<file path="src/rtl/dsl_pkg.sv">
// Constants shared by the dual converter serial word loader
package dsl_pkg;

	// Word geometry
	localparam int WORD_W = 16;
	localparam int DATA_W = 12;
	localparam int CNT_W = 5;
	localparam logic [CNT_W-1:0] WORD_BITS = 5'h10;
	localparam logic [CNT_W-1:0] LAST_BIT = 5'h0F;

	// Field positions within the word
	localparam int TARGET_HI_POS = 15;
	localparam int SPEED_POS = 14;
	localparam int PDOWN_POS = 13;
	localparam int TARGET_LO_POS = 12;
	localparam int DATA_MSB = 11;

	// Target select codes {high, low}
	localparam logic [1:0] SEL_B_AND_BUF = 2'h0;
	localparam logic [1:0] SEL_BUF_ONLY = 2'h1;
	localparam logic [1:0] SEL_A_AND_COPY = 2'h2;
	localparam logic [1:0] SEL_RESERVED = 2'h3;

	// Reset values of all latches
	localparam logic [DATA_W-1:0] CODE_RST = 12'h000;
	localparam logic [WORD_W-1:0] WORD_RST = 16'h0000;
	localparam logic SPEED_RST = 1'h0;
	localparam logic PDOWN_RST = 1'h0;

	// Sequencer states
	typedef enum logic [2:0] {
		DSL_IDLE,
		DSL_SHIFT,
		DSL_WAIT_RISE,
		DSL_COMMIT,
		DSL_DONE
	} dsl_state_t;

endpackage : dsl_pkg

</file>
<file path="src/rtl/dsl_sync.sv">
// Two-flop synchroniser for pin inputs
`timescale 1ns/1ps
module dsl_sync #(
	parameter int WIDTH = 3,
	parameter logic [WIDTH-1:0] RST_VAL = '0
) (
	// Clock and reset
	input wire logic ref_clk_i,
	input wire logic sys_rst_i,
	// Asynchronous level in, synchronised level out
	input wire logic [WIDTH-1:0] async_i,
	output logic [WIDTH-1:0] sync_o
);

	logic [WIDTH-1:0] meta;
	logic [WIDTH-1:0] stable;

	// First stage feeds only the second stage
	always_ff @(posedge ref_clk_i or posedge sys_rst_i) begin
		if (sys_rst_i) begin
			meta <= RST_VAL;
			stable <= RST_VAL;
		end else begin
			meta <= async_i;
			stable <= meta;
		end
	end

	assign sync_o = stable;

endmodule : dsl_sync

</file>
<file path="src/rtl/dsl_shift.sv">
// Serial input shift register with bit counter
`timescale 1ns/1ps
module dsl_shift
	import dsl_pkg::*;
(
	// Clock and reset
	input wire logic ref_clk_i,
	input wire logic sys_rst_i,
	// Control
	input wire logic clear_i,
	input wire logic shift_i,
	input wire logic bit_i,
	// Collected word and bit count
	output logic [WORD_W-1:0] word_o,
	output logic [CNT_W-1:0] count_o
);

	logic [WORD_W-1:0] word;
	logic [CNT_W-1:0] count;
	logic [WORD_W-1:0] next_word;
	logic [CNT_W-1:0] next_count;

	// MSB first: new bit enters at the bottom
	always_comb begin
		next_word = word;
		next_count = count;
		if (clear_i) begin
			next_count = '0;
		end else if (shift_i && count != WORD_BITS) begin
			next_word = {word[WORD_W-2:0], bit_i};
			next_count = count + 5'h01;
		end
	end

	always_ff @(posedge ref_clk_i or posedge sys_rst_i) begin
		if (sys_rst_i) begin
			word <= WORD_RST;
			count <= '0;
		end else begin
			word <= next_word;
			count <= next_count;
		end
	end

	assign word_o = word;
	assign count_o = count;

endmodule : dsl_shift

</file>
<file path="src/rtl/dsl_loader.sv">
// Serial word loader and latches of a dual 12-bit converter
`timescale 1ns/1ps

// Summary of operation
// - Chip select fall starts a word; bits shift in MSB first on clock falls.
// - After 16 bits or chip select rise, the word goes to its latches.
// - Word is four program bits on top, twelve data bits below.
// - Bit 14 one selects fast settling, zero selects slow settling.
// - Bit 13 one powers down and ignores every other bit of the word.
// - Reset clears all latches; slow mode and normal operation result.
// - Select 00 writes B and buffer, 01 buffer, 10 A plus copy, 11 reserved.
// - Select 10 after buffer preload updates both outputs together.
// - Latches load on the first clock rise after the sixteenth fall.
// - Data bits are held as an unsigned converter code.
module dsl_loader
	import dsl_pkg::*;
(
	// Clock and reset
	input wire logic ref_clk_i,
	input wire logic sys_rst_i,
	// Serial link pins
	input wire logic cs_n_i,
	input wire logic sclk_i,
	input wire logic din_i,
	// Converter latches
	output logic [DATA_W-1:0] dac_a_code_o,
	output logic [DATA_W-1:0] dac_b_code_o,
	output logic [DATA_W-1:0] buffer_code_o,
	// Control latch
	output logic settle_speed_select_o,
	output logic power_down_bit_o,
	// Status
	output logic update_o,
	output logic busy_o
);

	// Synchronised pins: {cs_n, sclk, din}
	logic [2:0] pins_sync;
	logic cs_n_s;
	logic sclk_s;
	logic din_s;
	logic cs_n_d;
	logic sclk_d;
	logic next_cs_n_d;
	logic next_sclk_d;
	logic cs_fall;
	logic cs_rise;
	logic sclk_fall;
	logic sclk_rise;

	// Sequencer and latches
	dsl_state_t state;
	dsl_state_t next_state;
	logic [DATA_W-1:0] dac_a_code;
	logic [DATA_W-1:0] dac_b_code;
	logic [DATA_W-1:0] buffer_code;
	logic settle_speed_select;
	logic power_down_bit;
	logic update;
	logic busy;
	logic [DATA_W-1:0] next_dac_a_code;
	logic [DATA_W-1:0] next_dac_b_code;
	logic [DATA_W-1:0] next_buffer_code;
	logic next_settle_speed_select;
	logic next_power_down_bit;
	logic next_update;
	logic next_busy;

	// Shift register interface
	logic shift_clear;
	logic shift_en;
	logic [WORD_W-1:0] word;
	logic [CNT_W-1:0] count;
	logic commit;

	// Decoded fields of the collected word
	logic [1:0] target_select;
	logic [DATA_W-1:0] word_code;
	logic taken;

	// Pin synchronisers; chip select and clock idle high
	dsl_sync #(
		.WIDTH(3),
		.RST_VAL(3'h6)
	) u_sync (
		.ref_clk_i(ref_clk_i),
		.sys_rst_i(sys_rst_i),
		.async_i({cs_n_i, sclk_i, din_i}),
		.sync_o(pins_sync)
	);

	assign cs_n_s = pins_sync[2];
	assign sclk_s = pins_sync[1];
	assign din_s = pins_sync[0];

	// Previous levels for edge detection
	always_comb begin
		next_cs_n_d = cs_n_s;
		next_sclk_d = sclk_s;
	end

	// Edge history; reset levels match the idle pins
	always_ff @(posedge ref_clk_i or posedge sys_rst_i) begin
		if (sys_rst_i) begin
			cs_n_d <= 1'h1;
			sclk_d <= 1'h1;
		end else begin
			cs_n_d <= next_cs_n_d;
			sclk_d <= next_sclk_d;
		end
	end

	// Edge pulses on the reference clock
	assign cs_fall = cs_n_d & ~cs_n_s;
	assign cs_rise = ~cs_n_d & cs_n_s;
	assign sclk_fall = sclk_d & ~sclk_s;
	assign sclk_rise = ~sclk_d & sclk_s;

	// Register select field {high, low} of a word
	function automatic logic [1:0] target_of(input logic [WORD_W-1:0] w);
		return {w[TARGET_HI_POS], w[TARGET_LO_POS]};
	endfunction : target_of

	// Power-down or any non-reserved select is acted on
	function automatic logic word_taken(input logic [WORD_W-1:0] w);
		return w[PDOWN_POS] || (target_of(w) != SEL_RESERVED);
	endfunction : word_taken

	// program bits on top, data below
	assign target_select = target_of(word);
	assign word_code = word[DATA_MSB:0];
	assign taken = word_taken(word);

	// shift only within a live frame
	assign shift_en = (state == DSL_SHIFT) && !cs_n_s && sclk_fall;
	assign shift_clear = cs_fall;

	// Shift register and bit counter
	dsl_shift u_shift (
		.ref_clk_i(ref_clk_i),
		.sys_rst_i(sys_rst_i),
		.clear_i(shift_clear),
		.shift_i(shift_en),
		.bit_i(din_s),
		.word_o(word),
		.count_o(count)
	);

	// Commit lasts one reference cycle
	assign commit = (state == DSL_COMMIT);

	// Sequencer states that count as a live frame
	function automatic logic in_frame(input dsl_state_t s);
		return (s == DSL_SHIFT) || (s == DSL_WAIT_RISE) ||
			(s == DSL_COMMIT);
	endfunction : in_frame

	// Sequencer next state
	always_comb begin
		next_state = state;
		case (state)
			DSL_IDLE: begin
				if (cs_fall) begin
					next_state = DSL_SHIFT;
				end
			end
			DSL_SHIFT: begin
				// early end on chip select rise
				if (cs_rise) begin
					next_state = (count != '0) ? DSL_COMMIT : DSL_IDLE;
				end else if (shift_en && count == LAST_BIT) begin
					next_state = DSL_WAIT_RISE;
				end
			end
			DSL_WAIT_RISE: begin
				// load on rise after sixteenth fall
				if (sclk_rise || cs_rise) begin
					next_state = DSL_COMMIT;
				end
			end
			DSL_COMMIT: begin
				next_state = cs_n_s ? DSL_IDLE : DSL_DONE;
			end
			DSL_DONE: begin
				// Extra clocks ignored until chip select rises
				if (cs_n_s) begin
					next_state = DSL_IDLE;
				end
			end
			default: begin
				next_state = DSL_IDLE;
			end
		endcase
	end

	// Sequencer state register
	always_ff @(posedge ref_clk_i or posedge sys_rst_i) begin
		if (sys_rst_i) begin
			state <= DSL_IDLE;
		end else begin
			state <= next_state;
		end
	end

	// Status: update pulse on an acted-on commit, frame flag
	always_comb begin
		next_update = commit && taken;
		next_busy = in_frame(next_state);
	end

	always_ff @(posedge ref_clk_i or posedge sys_rst_i) begin
		if (sys_rst_i) begin
			update <= 1'h0;
			busy <= 1'h0;
		end else begin
			update <= next_update;
			busy <= next_busy;
		end
	end

	// Control latch from the committed word
	always_comb begin
		next_settle_speed_select = settle_speed_select;
		next_power_down_bit = power_down_bit;
		if (commit && taken) begin
			if (word[PDOWN_POS]) begin
				next_power_down_bit = 1'h1;
			end else begin
				next_settle_speed_select = word[SPEED_POS];
				next_power_down_bit = 1'h0;
			end
		end
	end

	// slow mode and normal operation after reset
	always_ff @(posedge ref_clk_i or posedge sys_rst_i) begin
		if (sys_rst_i) begin
			settle_speed_select <= SPEED_RST;
			power_down_bit <= PDOWN_RST;
		end else begin
			settle_speed_select <= next_settle_speed_select;
			power_down_bit <= next_power_down_bit;
		end
	end

	// Code latches; a power-down word leaves them alone
	always_comb begin
		next_dac_a_code = dac_a_code;
		next_dac_b_code = dac_b_code;
		next_buffer_code = buffer_code;
		if (commit && taken && !word[PDOWN_POS]) begin
			case (target_select)
				SEL_B_AND_BUF: begin
					next_dac_b_code = word_code;
					next_buffer_code = word_code;
				end
				SEL_BUF_ONLY: begin
					next_buffer_code = word_code;
				end
				SEL_A_AND_COPY: begin
					next_dac_a_code = word_code;
					next_dac_b_code = buffer_code;
				end
				default: begin
					next_dac_a_code = dac_a_code;
				end
			endcase
		end
	end

	always_ff @(posedge ref_clk_i or posedge sys_rst_i) begin
		if (sys_rst_i) begin
			dac_a_code <= CODE_RST;
			dac_b_code <= CODE_RST;
			buffer_code <= CODE_RST;
		end else begin
			dac_a_code <= next_dac_a_code;
			dac_b_code <= next_dac_b_code;
			buffer_code <= next_buffer_code;
		end
	end

	// Outputs straight from flops
	assign dac_a_code_o = dac_a_code;
	assign dac_b_code_o = dac_b_code;
	assign buffer_code_o = buffer_code;
	assign settle_speed_select_o = settle_speed_select;
	assign power_down_bit_o = power_down_bit;
	assign update_o = update;
	assign busy_o = busy;

endmodule : dsl_loader

</file>
<file path="config.mk">
export PLATFORM = sky130hd
export DESIGN_NAME = dsl_loader
export DESIGN_NICKNAME = d
export VERILOG_FILES = /design/src/rtl/dsl_pkg.sv /design/src/rtl/dsl_sync.sv /design/src/rtl/dsl_shift.sv /design/src/rtl/dsl_loader.sv
export SDC_FILE = /design/constraint.sdc
export NUM_CORES = 1
export LEC_CHECK = 0
export BUFFER_PORTS_ARGS = -buffer_cell sky130_fd_sc_hd__buf_2
export CORE_MARGIN = 4
export CORE_UTILIZATION = 40
export CTS_CLUSTER_DIAMETER = 50
export DETAILED_ROUTE_END_ITERATION = 10
export MAX_ROUTING_LAYER = met4
export PLACE_DENSITY_LB_ADDON = 0.15
export SLEW_MARGIN = 20
export SYNTH_ARGS = -nofsm -noshare
export SYNTH_HDL_FRONTEND = slang
export SYNTH_SLANG_ARGS = --single-unit
export TNS_END_PERCENT = 100
</file>
<file path="constraint.sdc">
create_clock -name ref_clk_i -period 2.6 [get_ports ref_clk_i]
set_clock_uncertainty 0.15 [all_clocks]
set_input_delay 0.52 -clock ref_clk_i [delete_from_list [all_inputs] [get_ports ref_clk_i]]
set_output_delay 0.52 -clock ref_clk_i [all_outputs]
set_load 0.03 [all_outputs]
</file>
==> metrics.sh, run 1 <==
GRT_OVERFLOW=0
POWER.STATIC_LEAKAGE_uW=0.001807
DRIVE_GT1_SHARE_PCT=43.22
IO-PIN-COUNT=45
CLKLATENCYLATEPIN_PS=340
PATH_MAX_FANOUT=24
TIGHTEST_SLEW_PS=740.3
TIMING.RR.START='state[1]$_DFF_PP0_'
WORST_SETUP_HOLD_PATH_CLK_SLEW_PS=80
CLOCK_TREE.HTREE_LEVEL_COUNT=3
CORE_AREA_MM2=0.007292
SYN-NUM-NETS=227
WORST_SETUP_PATH_END_KIND='register'
AREA_OF_THE_MULTI_INPUT_GATES_MM2=0.001111
SYNTH_ASYNC_SR_FLOP_SHARE_PCT=100.0
DRT_ITER0_DRC=63
POWER_SWITCHING_SHARE_PCT=29.65
COMBINATIONAL_SHARE_OF_POWER_PCT=18.3
FINAL.PERIOD_UTILIZATION_PCT=78.84
FINALHOLDVIOLCOUNT=0
CTS-ROOT-TO-SINK-BUFFERS=2
WORST_EP_ARRIVAL_TIME_PS=2080
DIE_H_UM=94.68
CLKSINKCOUNT=72
POST-ROUTE-DRC-COUNT=0
WORST-SETUP-PATH-TYPE='register to register'
CTS_BUFFERS=9
INITIAL_UTILIZATION_PCT=41.21
TRITONCTS='yes'
NUM_VIAS=1795
GRT_PASS1_WL_UM=9059
SYN_INST=219
ANT_NETS=0
POWER_DENSITY_mW_PER_MM2=765.0
SYN_AREA_MM2=0.003005
SYNTH_SEQ_AREA_SHARE_PCT=60.20
POSTROUTEWIRELENGTH_UM=5382
CTS-RESIZED-GATES=0
P_INT_uW=1902
INSERTEDDIODECOUNT=0
P_CLK_SHARE_PCT=32.2
GROUTE.USAGE.OVERALL_PCT=13.82
VDD_IR_DROP_MAX_V=0.0003670
CTS_HOLD_BUFFERS=0
P_TOTAL_uW=2704
ROW_COUNT=31
FINAL_CORE_UTIL_PCT=48.47
MIN-DELAY-PATH-CLASS='primary input to async pin'
SYNTH.FF_LATCH_COUNT=72
UNREPAIRED_SETUP_ENDPOINTS_AFTER_GLOBAL_ROUTING='false'
CRITICAL_PATH.STARTPOINT='state[1]$_DFF_PP0_'
BUFFER_PORTS.INSERTED=44
DIE-WIDTH_UM=94.68
SYNTH_CELL_TYPE_COUNT=37
FINAL_SETUP_TNS_PS=0
GRT_MAX_DEGREE=73
TIMING.CRITICAL_PATH.FROM_TYPE='register'
P_SW_uW=801.6
REGAREA_MM2=0.001809
MAX-CAP-VIOLATIONS=0
VIAS_IN_THE_FIRST_GLOBAL_ROUTE=1845
FINISH.NET_COUNT=276
SYNTHESIS.AREA_PER_INSTANCE_UM2=13.72
SYNTH-EDFF-COUNT=0
ANTENNA_FOUND_INITIAL=0
POST_CTS_BUFFERS=0
MAX_CLOCK_FREQ_GHz=0.4879
CTS_ROOT_BUF='sky130_fd_sc_hd__clkbuf_8'
FINALWORSTPATHREQUIREDPERIOD_PS=2050
WORST_SLEW_MARGIN_REL_PCT=50.65
DIE-AREA_MM2=0.008964
TIMING.FINAL.SETUP_VIOLATIONS=0
SYNTH-MAIN-FF-CELL='sky130_fd_sc_hd__dfrtp_1'
WL_PER_CELL_UM=14.47
DETAIL_ROUTE.VIAS_PER_CELL=4.825
DRTPASS1ITERATIONS=2
RESULT_OF_THE_RUN='finished clean'
TIMING.CRITICAL_PATH.REQUIRED_PS=2630
DETAILED_PLACE_HPWL_UM=3502
FILLCELLCOUNT=710
SYN_TO_FINAL_GROWTH_PCT=17.61
SLEW_VIOL_FINAL=0
GP_CONGESTION=0.8130
SYNTH_WARNINGS=0
SEQPWRFRAC_PCT=49.5
power by group through the flow:
| stage | clock, uW | sequential, uW | combinational (uW) |
|---|---|---|---|
| after floorplan | 0 | 1410 | 315 |
| after global placement | 0 | 1360 | 492 |
| after detailed placement | 0 | 1360 | 501 |
| after CTS | 904 | 1340 | 503 |
| after global routing | 966 | 1360 | 541 |
| final | 870 | 1340 | 494 |
area by class of cell:
cell class / count / share of cell area, %
well taps: 99 / 3.504
clock inverters: 5 / 1.593
inverters: 4 / 0.4248
multi-input cells: 131 / 31.43
repair buffers: 50 / 7.858
flip-flops and latches: 72 / 51.19
clock buffers: 11 / 4.000
metal layers:
metal / up-vias / wire (um) / global-route usage [%]
met5: - / 0 / -
li1: 858 / - / -
met1: 898 / 2599 / 17.72
met3: 7 / 251 / 4.462
met4: 0 / 72 / 6.130
met2: 32 / 2459 / 20.02
sequential cells by signal, indices dropped and copies added (netlist names), 3 cells and up:
name             cells
u_shift.word_o      16
buffer_code_o       12
dac_a_code_o        12
dac_b_code_o        12
u_shift.count_o      5
state                3
u_sync.meta          3
u_sync.sync_o        3
synth_stat cells (all sizes together), types with 2 or more instances:
library cell  instances  area [um^2]
nand2b                2        12.51
nor3b                 2        37.54
xor2                  2        17.52
dfstp                 6        157.7
inv                   4        15.01
a21oi                 3        15.01
nand2                17        63.81
buf                   6        53.80
o21ai                13        65.06
and3b                 2        17.52
and3                  2        12.51
mux2i                13        130.1
nor2                  9        33.78
clkbuf                6        22.52
nor2b                 5        31.28
dfrtp                66         1652
ha                    3        37.54
nand4                 2        12.51
mux2                 42        510.5
nand3                 2        15.01
final timing paths:
path | end | slack [ps] | cells past startpoint
min | dac_a_code_o[2]$_DFFE_PP0P_ | 90 | 3
min in group ref_clk_i | u_sync.meta[2]$_DFF_PP1_ | 130 | 1
max in group asynchronous | sclk_d$_DFF_PP1_ | 1870 | 3
min reg2reg | u_sync.sync_o[0]$_DFF_PP0_ | 200 | 0
max reg2reg | dac_b_code_o[1]$_DFFE_PP0P_ | 550 | 4
max | dac_b_code_o[1]$_DFFE_PP0P_ | 550 | 4
cell usage in the layout, fill, tap and decap left out, types with 6 or more instances in the layout:
cell type	synthesis	final
sky130_fd_sc_hd__mux2_2	32	32
sky130_fd_sc_hd__dfrtp_1	66	66
sky130_fd_sc_hd__nand2_1	17	17
sky130_fd_sc_hd__buf_2	3	44
sky130_fd_sc_hd__mux2i_1	13	13
sky130_fd_sc_hd__clkbuf_8	0	10
sky130_fd_sc_hd__dfstp_2	6	6
sky130_fd_sc_hd__o21ai_0	13	13
sky130_fd_sc_hd__mux2_4	10	10
sky130_fd_sc_hd__nor2_1	9	9
kinds of logic after synthesis:
| group | after synthesis | share of synthesized area (%) |
|---|---|---|
| DFF | 72 | 60.20 |
| muxes | 55 | 21.32 |
| and+or+nand+nor | 48 | 9.076 |
| AOI/OAI and AO/OA | 22 | 4.247 |
| buffers and inverters | 16 | 3.039 |
| xor gates and xnor gates | 3 | 0.8744 |
| adders and majority gates | 3 | 1.249 |
through the flow:
step	hold WS [ps]	cells	area, um^2	setup slack (ps)
CTS	102.3	372	3535	544.2
global route	102.5	372	3535	375.1
detailed placement	185.8	356	3337	554.9
finish	94.90	372	3535	550.3
floorplan	181.2	219	3005	115.0
global placement	181.4	356	3337	575.7
worst max-delay path, stage by stage (launching register included):
cell and delay (ps):
sky130_fd_sc_hd__dfrtp_1 540, sky130_fd_sc_hd__nand2_1 150, sky130_fd_sc_hd__or4_1 790, sky130_fd_sc_hd__nand2_1 170
sky130_fd_sc_hd__o21ai_0 100
Power figures use the tool's default switching activity.
==> run 2, diff against run 1 <==
Settings changed: ABC_AREA from default to 1.
Clock period 2.6 ns to 1.7 ns, I/O delays scaled along.
==> metrics.sh, run 2 <==
GRT_MAX_DEGREE=30
SYNTHESIS.AREA_PER_INSTANCE_UM2=9.715
CPMOSTUSEDCELL='sky130_fd_sc_hd__nand2_4'
STDCELL_AREA_MM2=0.003705
MIN-DELAY-PATH-CLASS='register to register'
HOLD_PATH.STARTPOINT='u_sync.meta[0]$_DFF_PP0_'
SYN_AREA_MM2=0.003099
GRT_OVERFLOW=0
TIMING.CRITICAL_PATH.BUF_INV=2
P_SW_uW=1229
PORTION_OF_SYNTHESIZED_CELL_AREA_OCCUPIED_BY_THE_LEADING_CELL_TYPE_PCT=53.29
GROUTE.USAGE.OVERALL_PCT=15.10
TIMING.CRITICAL_PATH.REQUIRED_PS=1770
MAX_CLOCK_FREQ_GHz=0.6079
SYNTH_ASYNC_SR_FLOP_SHARE_PCT=100.0
SYNTH_AREA_LEADERS='sky130_fd_sc_hd__dfrtp_1, sky130_fd_sc_hd__nand2_1, sky130_fd_sc_hd__o21ai_2'
SYNTHMOSTINSTANTIATEDCELL='sky130_fd_sc_hd__nand2_1'
SYNTH_SEQ_AREA_SHARE_PCT=58.38
POWER.STATIC_LEAKAGE_uW=0.001900
PATH_MAX_FANOUT=24
SYN-NUM-NETS=327
WL_PER_CELL_UM=12.71
CRITPATHSLOWESTCELL='sky130_fd_sc_hd__dfrtp_1'
TIMING.FINAL.SETUP_VIOLATIONS=0
GRT_PASS1_WL_UM=10280
TIMING.CRITICAL_PATH.FROM_TYPE='register'
PLACE_WS_PS=45.10
TIGHTEST_SLEW_PS=411.9
FINISH.NET_COUNT=384
FINAL_CORE_UTIL_PCT=50.01
SYNTHTOPCELLSBYCOUNT='sky130_fd_sc_hd__nand2_1, sky130_fd_sc_hd__dfrtp_1, sky130_fd_sc_hd__inv_1'
WORST_SETUP_PATH_END_KIND='register'
DIE_H_UM=96.03
CTS_BUFFERS=9
SYNTH_CELL_TYPE_COUNT=27
DIE-AREA_MM2=0.009221
WORST_HOLD_PATH.NUM_CELLS=0
SYN_INST=319
VDD_IR_DROP_MAX_V=0.0006475
BUFFER_PORTS.INSERTED=44
WORST_R2R_PATH_DEPTH=8
CORE_AREA_MM2=0.007408
SYN_TO_FINAL_GROWTH_PCT=19.54
SEQPWRFRAC_PCT=51.0
SYNTH.FF_LATCH_COUNT=72
INSERTEDDIODECOUNT=0
UNREPAIRED_SETUP_ENDPOINTS_AFTER_GLOBAL_ROUTING='true'
P_INT_uW=2591
DRTPASS1ITERATIONS=4
P_CLK_SHARE_PCT=29.1
SYNTH_WARNINGS=0
POWER_SWITCHING_SHARE_PCT=32.18
CLKLATENCYLATEPIN_PS=340
POWER_DENSITY_mW_PER_MM2=1031
COMMONEST_NON_FILL_NON_TAP_CELL_IN_THE_LAYOUT='sky130_fd_sc_hd__nand2_1'
SYNTH-EDFF-COUNT=0
TOP_LIBRARY_CELLS_BY_USAGE_IN_THE_LAYOUT_FILL_AND_TAPS_ASIDE='sky130_fd_sc_hd__nand2_1, sky130_fd_sc_hd__dfrtp_1, sky130_fd_sc_hd__buf_2'
R2R_SETUP_SLACK_PS=50
SLEW_VIOL_FINAL=0
ANT_NETS=0
GP_CONGESTION=0.8103
FINALHOLDVIOLCOUNT=0
NUM_VIAS=2227
ANTENNA_FOUND_INITIAL=0
MAX_REG_FLOPS=16
CRIT-REG2REG-CAPTURE='dac_b_code_o[10]$_DFFE_PP0P_'
FINAL.PERIOD_UTILIZATION_PCT=96.77
POSTLAYOUTSETUPSLACKWORST_PS=54.96
DRT_ITER0_DRC=107
DRIVE_GT1_SHARE_PCT=33.42
CRITICAL_PATH.CELL_CHAIN='inv_1 -> nand3_2 -> a21oi_4 -> nand2_4 -> inv_4 -> nand2_4 -> nand2_1 -> o21ai_2'
MAX-CAP-VIOLATIONS=0
WORST_SLEW_MARGIN_REL_PCT=72.48
WORST_SETUP_HOLD_PATH_CLK_SLEW_PS=70
FINALWORSTPATHREQUIREDPERIOD_PS=1645
RESULT_OF_THE_RUN='finished clean'
SYNTH-MAIN-FF-CELL='sky130_fd_sc_hd__dfrtp_1'
CTS-ROOT-TO-SINK-BUFFERS=2
DIE-WIDTH_UM=96.03
SYNTH_TOP_CELL_BY_AREA='sky130_fd_sc_hd__dfrtp_1'
WORST-SETUP-PATH-TYPE='register to register'
POSTROUTEWIRELENGTH_UM=6087
ROW_COUNT=31
VIAS_IN_THE_FIRST_GLOBAL_ROUTE=2127
CRITICAL_PATH.MAX_STAGE_DELAY_PS=390
COMBINATIONAL_SHARE_OF_POWER_PCT=19.9
TIMING.RR.START='state[2]$_DFF_PP0_'
POST-ROUTE-DRC-COUNT=0
DETAIL_ROUTE.VIAS_PER_CELL=4.649
CLKSINKCOUNT=72
PLACED_AREA_MM2=0.003501
CLOCK_TREE.HTREE_LEVEL_COUNT=3
DETAILED_PLACE_HPWL_UM=4325
CTS_ROOT_BUF='sky130_fd_sc_hd__clkbuf_8'
TRITONCTS='yes'
WORST_EP_ARRIVAL_TIME_PS=1720
POST_CTS_BUFFERS=0
HOLD-PATH-ENDPOINT='u_sync.sync_o[0]$_DFF_PP0_'
CP_TOP_FAMILY='simple AND/OR/NAND/NOR gates'
INITIAL_UTILIZATION_PCT=41.83
IO-PIN-COUNT=45
==> run 2: metal layers <==
| metal | part of all wire, % | track usage [%] |
|---|---|---|
| met3 | 5.5 | 4.457 |
| met5 | 0 | - |
| met2 | 45 | 21.68 |
| met4 | 1.7 | 6.043 |
| met1 | 48 | 20.06 |
==> run 2: cell families (layout without fill, tap and decap cells) <==
kind of cell | count (synthesis) | count (layout) | synth area share (%)
buffers and inverters | 45 | 106 | 6.782
adder cells (fa/ha/maj) | 3 | 3 | 1.211
flip-flops | 72 | 72 | 58.38
AND/OR/NAND/NOR | 123 | 123 | 17.76
AO/OA/AOI/OAI | 74 | 74 | 15.30
XOR/XNOR | 2 | 2 | 0.5653
==> run 2: power groups by stage <==
stage | clock [uW] | sequential (uW) | combinational [uW]
3_5_place_dp | 0 | 1980 | 747
2_1_floorplan | 0 | 2110 | 432
3_3_place_gp | 0 | 1980 | 740
5_1_grt | 1250 | 1970 | 849
4_1_cts | 1160 | 1950 | 759
6_report | 1110 | 1950 | 760
==> run 2: area by class of cell <==
type | count | area, um^2
repair buffers | 58 | 397.9
well taps | 99 | 123.9
clock buffers | 10 | 127.6
clock inverters | 5 | 25.02
multi-input cells | 202 | 1091
fillers | 722 | 3704
inverters | 33 | 130.1
flip-flops and latches | 72 | 1809
==> run 2: worst max path at each step <==
stage,startpoint,to,slack (ps),depth (start not counted)
final,state[2]$_DFF_PP0_,dac_b_code_o[10]$_DFFE_PP0P_,50,8
after detailed placement,state[2]$_DFF_PP0_,dac_b_code_o[8]$_DFFE_PP0P_,50,8
after global routing,state[2]$_DFF_PP0_,dac_b_code_o[9]$_DFFE_PP0P_,-90,8
after floorplan,u_shift.count_o[0]$_DFFE_PP0P_,busy_o$_DFF_PP0_,220,8
after global placement,u_sync.sync_o[2]$_DFF_PP1_,busy_o$_DFF_PP0_,80,7
after CTS,state[2]$_DFF_PP0_,dac_b_code_o[8]$_DFFE_PP0P_,30,8
==> run 2: stage by stage <==
step	cells	power (uW)	setup TNS [ps]	hold slack (ps)
finish	479	3820	0	200.5
global route	479	4065	-1424	210.8
detailed placement	460	2730	0	187.8
global placement	460	2724	0	184.8
floorplan	319	2543	0	181.2
CTS	479	3876	0	203.8
==> run 2: timing repair <==
action / CTS / global route
hold buffers: 4 / 0
setup endpoints to repair: 0 / 32
endpoints found under the hold margin: 12 / 0
gates resized for setup: 0 / 3
==> run 3, diff against run 2 <==
Settings changed: BUFFER_PORTS_ARGS -buffer_cell sky130_fd_sc_hd__buf_2 to -buffer_cell sky130_fd_sc_hd__buf_4.
==> metrics.sh, run 3 (synthesized netlist as in run 2, its figures left out) <==
RESULT_OF_THE_RUN='finished clean'
CRIT-REG2REG-CAPTURE='dac_a_code_o[2]$_DFFE_PP0P_'
PATH_MAX_FANOUT=15
IO-PIN-COUNT=45
MAX_CLOCK_FREQ_GHz=0.6330
CORE_AREA_MM2=0.007408
GP_CONGESTION=0.8011
FINISH.NET_COUNT=388
MIN-DELAY-PATH-CLASS='register to register'
CRITICAL_PATH.MAX_STAGE_DELAY_PS=390
BUFFER_PORTS.INSERTED=44
MAX_REG_FLOPS=16
FILLCELLCOUNT=694
CRITICAL_PATH.CELL_CHAIN='inv_2 -> nand3_2 -> a21oi_4 -> nand2_4 -> buf_12 -> nor2_2 -> buf_6 -> nand2_1 -> nand2_1'
DETAIL_ROUTE.VIAS_PER_CELL=4.645
WORST_R2R_PATH_DEPTH=9
TRITONCTS='yes'
VDD_IR_DROP_MAX_V=0.0005194
PLACED_AREA_MM2=0.003606
WORST_SLEW_MARGIN_REL_PCT=75.85
WORST-SETUP-PATH-TYPE='register to register'
POWER_DENSITY_mW_PER_MM2=1092
SLEW_VIOL_FINAL=0
CLOCK_TREE.HTREE_LEVEL_COUNT=3
GROUTE.USAGE.OVERALL_PCT=15.31
FINALHOLDVIOLCOUNT=0
TIMING.RR.START='state[2]$_DFF_PP0_'
INSERTEDDIODECOUNT=0
CTS_BUFFERS=9
DIE-AREA_MM2=0.009221
INITIAL_UTILIZATION_PCT=41.83
ANTENNA_FOUND_INITIAL=0
WORST_HOLD_PATH.NUM_CELLS=0
GRT_PASS1_WL_UM=10380
R2R_SETUP_SLACK_PS=120
DRT_ITER0_DRC=130
STDCELL_AREA_MM2=0.003920
CPMOSTUSEDCELL='sky130_fd_sc_hd__nand2_1'
CLKSINKCOUNT=72
POWER.STATIC_LEAKAGE_uW=0.001950
FINALWORSTPATHREQUIREDPERIOD_PS=1580
COMMONEST_NON_FILL_NON_TAP_CELL_IN_THE_LAYOUT='sky130_fd_sc_hd__nand2_1'
WORST_SETUP_PATH_END_KIND='register'
DRTPASS1ITERATIONS=4
ROW_COUNT=31
DETAILED_PLACE_HPWL_UM=4229
FINAL_SETUP_TNS_PS=0
WORST_SETUP_HOLD_PATH_CLK_SLEW_PS=70
DIE-WIDTH_UM=96.03
VIAS_IN_THE_FIRST_GLOBAL_ROUTE=2170
TOP_LIBRARY_CELLS_BY_USAGE_IN_THE_LAYOUT_FILL_AND_TAPS_ASIDE='sky130_fd_sc_hd__nand2_1, sky130_fd_sc_hd__dfrtp_1, sky130_fd_sc_hd__buf_4'
WL_PER_CELL_UM=12.57
CTS_ROOT_BUF='sky130_fd_sc_hd__clkbuf_8'
DRIVE_GT1_SHARE_PCT=34.81
ANT_NETS=0
AREA_OF_THE_MULTI_INPUT_GATES_MM2=0.001106
TIGHTEST_SLEW_PS=361.5
NUM_VIAS=2248
GRT_OVERFLOW=0
WORST_EP_ARRIVAL_TIME_PS=1710
CLKLATENCYLATEPIN_PS=340
HOLD_PATH.STARTPOINT='u_sync.meta[0]$_DFF_PP0_'
SYN_TO_FINAL_GROWTH_PCT=26.48
DIE_H_UM=96.03
CTS-ROOT-TO-SINK-BUFFERS=2
TIMING.CRITICAL_PATH.FROM_TYPE='register'
HOLD-PATH-ENDPOINT='u_sync.sync_o[0]$_DFF_PP0_'
FINAL.PERIOD_UTILIZATION_PCT=92.92
CRITPATHSLOWESTCELL='sky130_fd_sc_hd__dfrtp_1'
GRT_MAX_DEGREE=38
TIMING.FINAL.SETUP_VIOLATIONS=0
MAX-CAP-VIOLATIONS=0
POST-ROUTE-DRC-COUNT=0
TIMING.CRITICAL_PATH.REQUIRED_PS=1830
POSTROUTEWIRELENGTH_UM=6084
REGAREA_MM2=0.001810
UNREPAIRED_SETUP_ENDPOINTS_AFTER_GLOBAL_ROUTING='false'
==> run 3: cell types whose count changed in the layout (fill, tap and decap cells not counted), sizes merged <==
cell / change
clkinv: -2
bufinv: +2
clkinvlp: +1
buf: +4
==> run 3: area by class of cell <==
type,count,area share [%]
Clock buffer,10,3.511
Clock inverter,6,2.107
Inverter,33,3.320
Multi-Input combinational cell,202,28.22
Sequential cell,72,46.19
Tap cell,99,3.160
Timing Repair Buffer,62,13.50
==> run 3: critical path, delay by kind of cell (launching register included) <==
kind,cells,cell delay (ps)
buf+inv,3,400
simple gates,5,400
compound gates,1,170
flops,1,390
==> run 3: power by group <==
group	internal, uW	switching (uW)	leakage, uW
sequential	1850	102	0.000970
combinational	297	534	0.000868
clock	858	634	0.000112
==> run 3: worst max-delay path by stage <==
stage	slack, ps	from	cells after the start	end
3_5_place_dp	30	state[2]$_DFF_PP0_	7	u_shift.word_o[2]$_DFFE_PP0P_
5_1_grt	5	state[2]$_DFF_PP0_	9	dac_a_code_o[7]$_DFFE_PP0P_
3_3_place_gp	70	state[2]$_DFF_PP0_	7	u_shift.word_o[2]$_DFFE_PP0P_
6_report	120	state[2]$_DFF_PP0_	9	dac_a_code_o[2]$_DFFE_PP0P_
4_1_cts	10	state[2]$_DFF_PP0_	7	u_shift.word_o[2]$_DFFE_PP0P_
2_1_floorplan	220	u_shift.count_o[0]$_DFFE_PP0P_	8	busy_o$_DFF_PP0_
==> run 3: metrics by stage <==
stage	power [uW]	std cells	hold WS, ps	setup WS (ps)	util [%]
2_1_floorplan	2543	319	181.2	220.5	-
3_5_place_dp	2789	461	186.4	29.01	48.67
3_3_place_gp	2781	461	183.2	69.25	48.67
4_1_cts	4309	481	203.3	10.33	52.19
6_report	4279	484	201.2	120.3	52.91
5_1_grt	4527	484	211.3	5.424	52.91
==> run 3: timing repair <==
| action | CTS | global route |
|---|---|---|
| resized for setup | 0 | 7 |
| endpoints found under the hold margin | 10 | 0 |
| hold buffers | 4 | 0 |
| setup endpoints to repair | 0 | 55 |
| buffers inserted | 0 | 3 |
==> run 3: routing by layer <==
| metal | wire length (um) | global-route usage (%) | share of wire (%) |
|---|---|---|---|
| met4 | 92 | 5.450 | 1.5 |
| met1 | 2849 | 20.21 | 47 |
| met2 | 2756 | 21.28 | 45 |
| met3 | 385 | 6.099 | 6.3 |
| met5 | 0 | - | 0 |
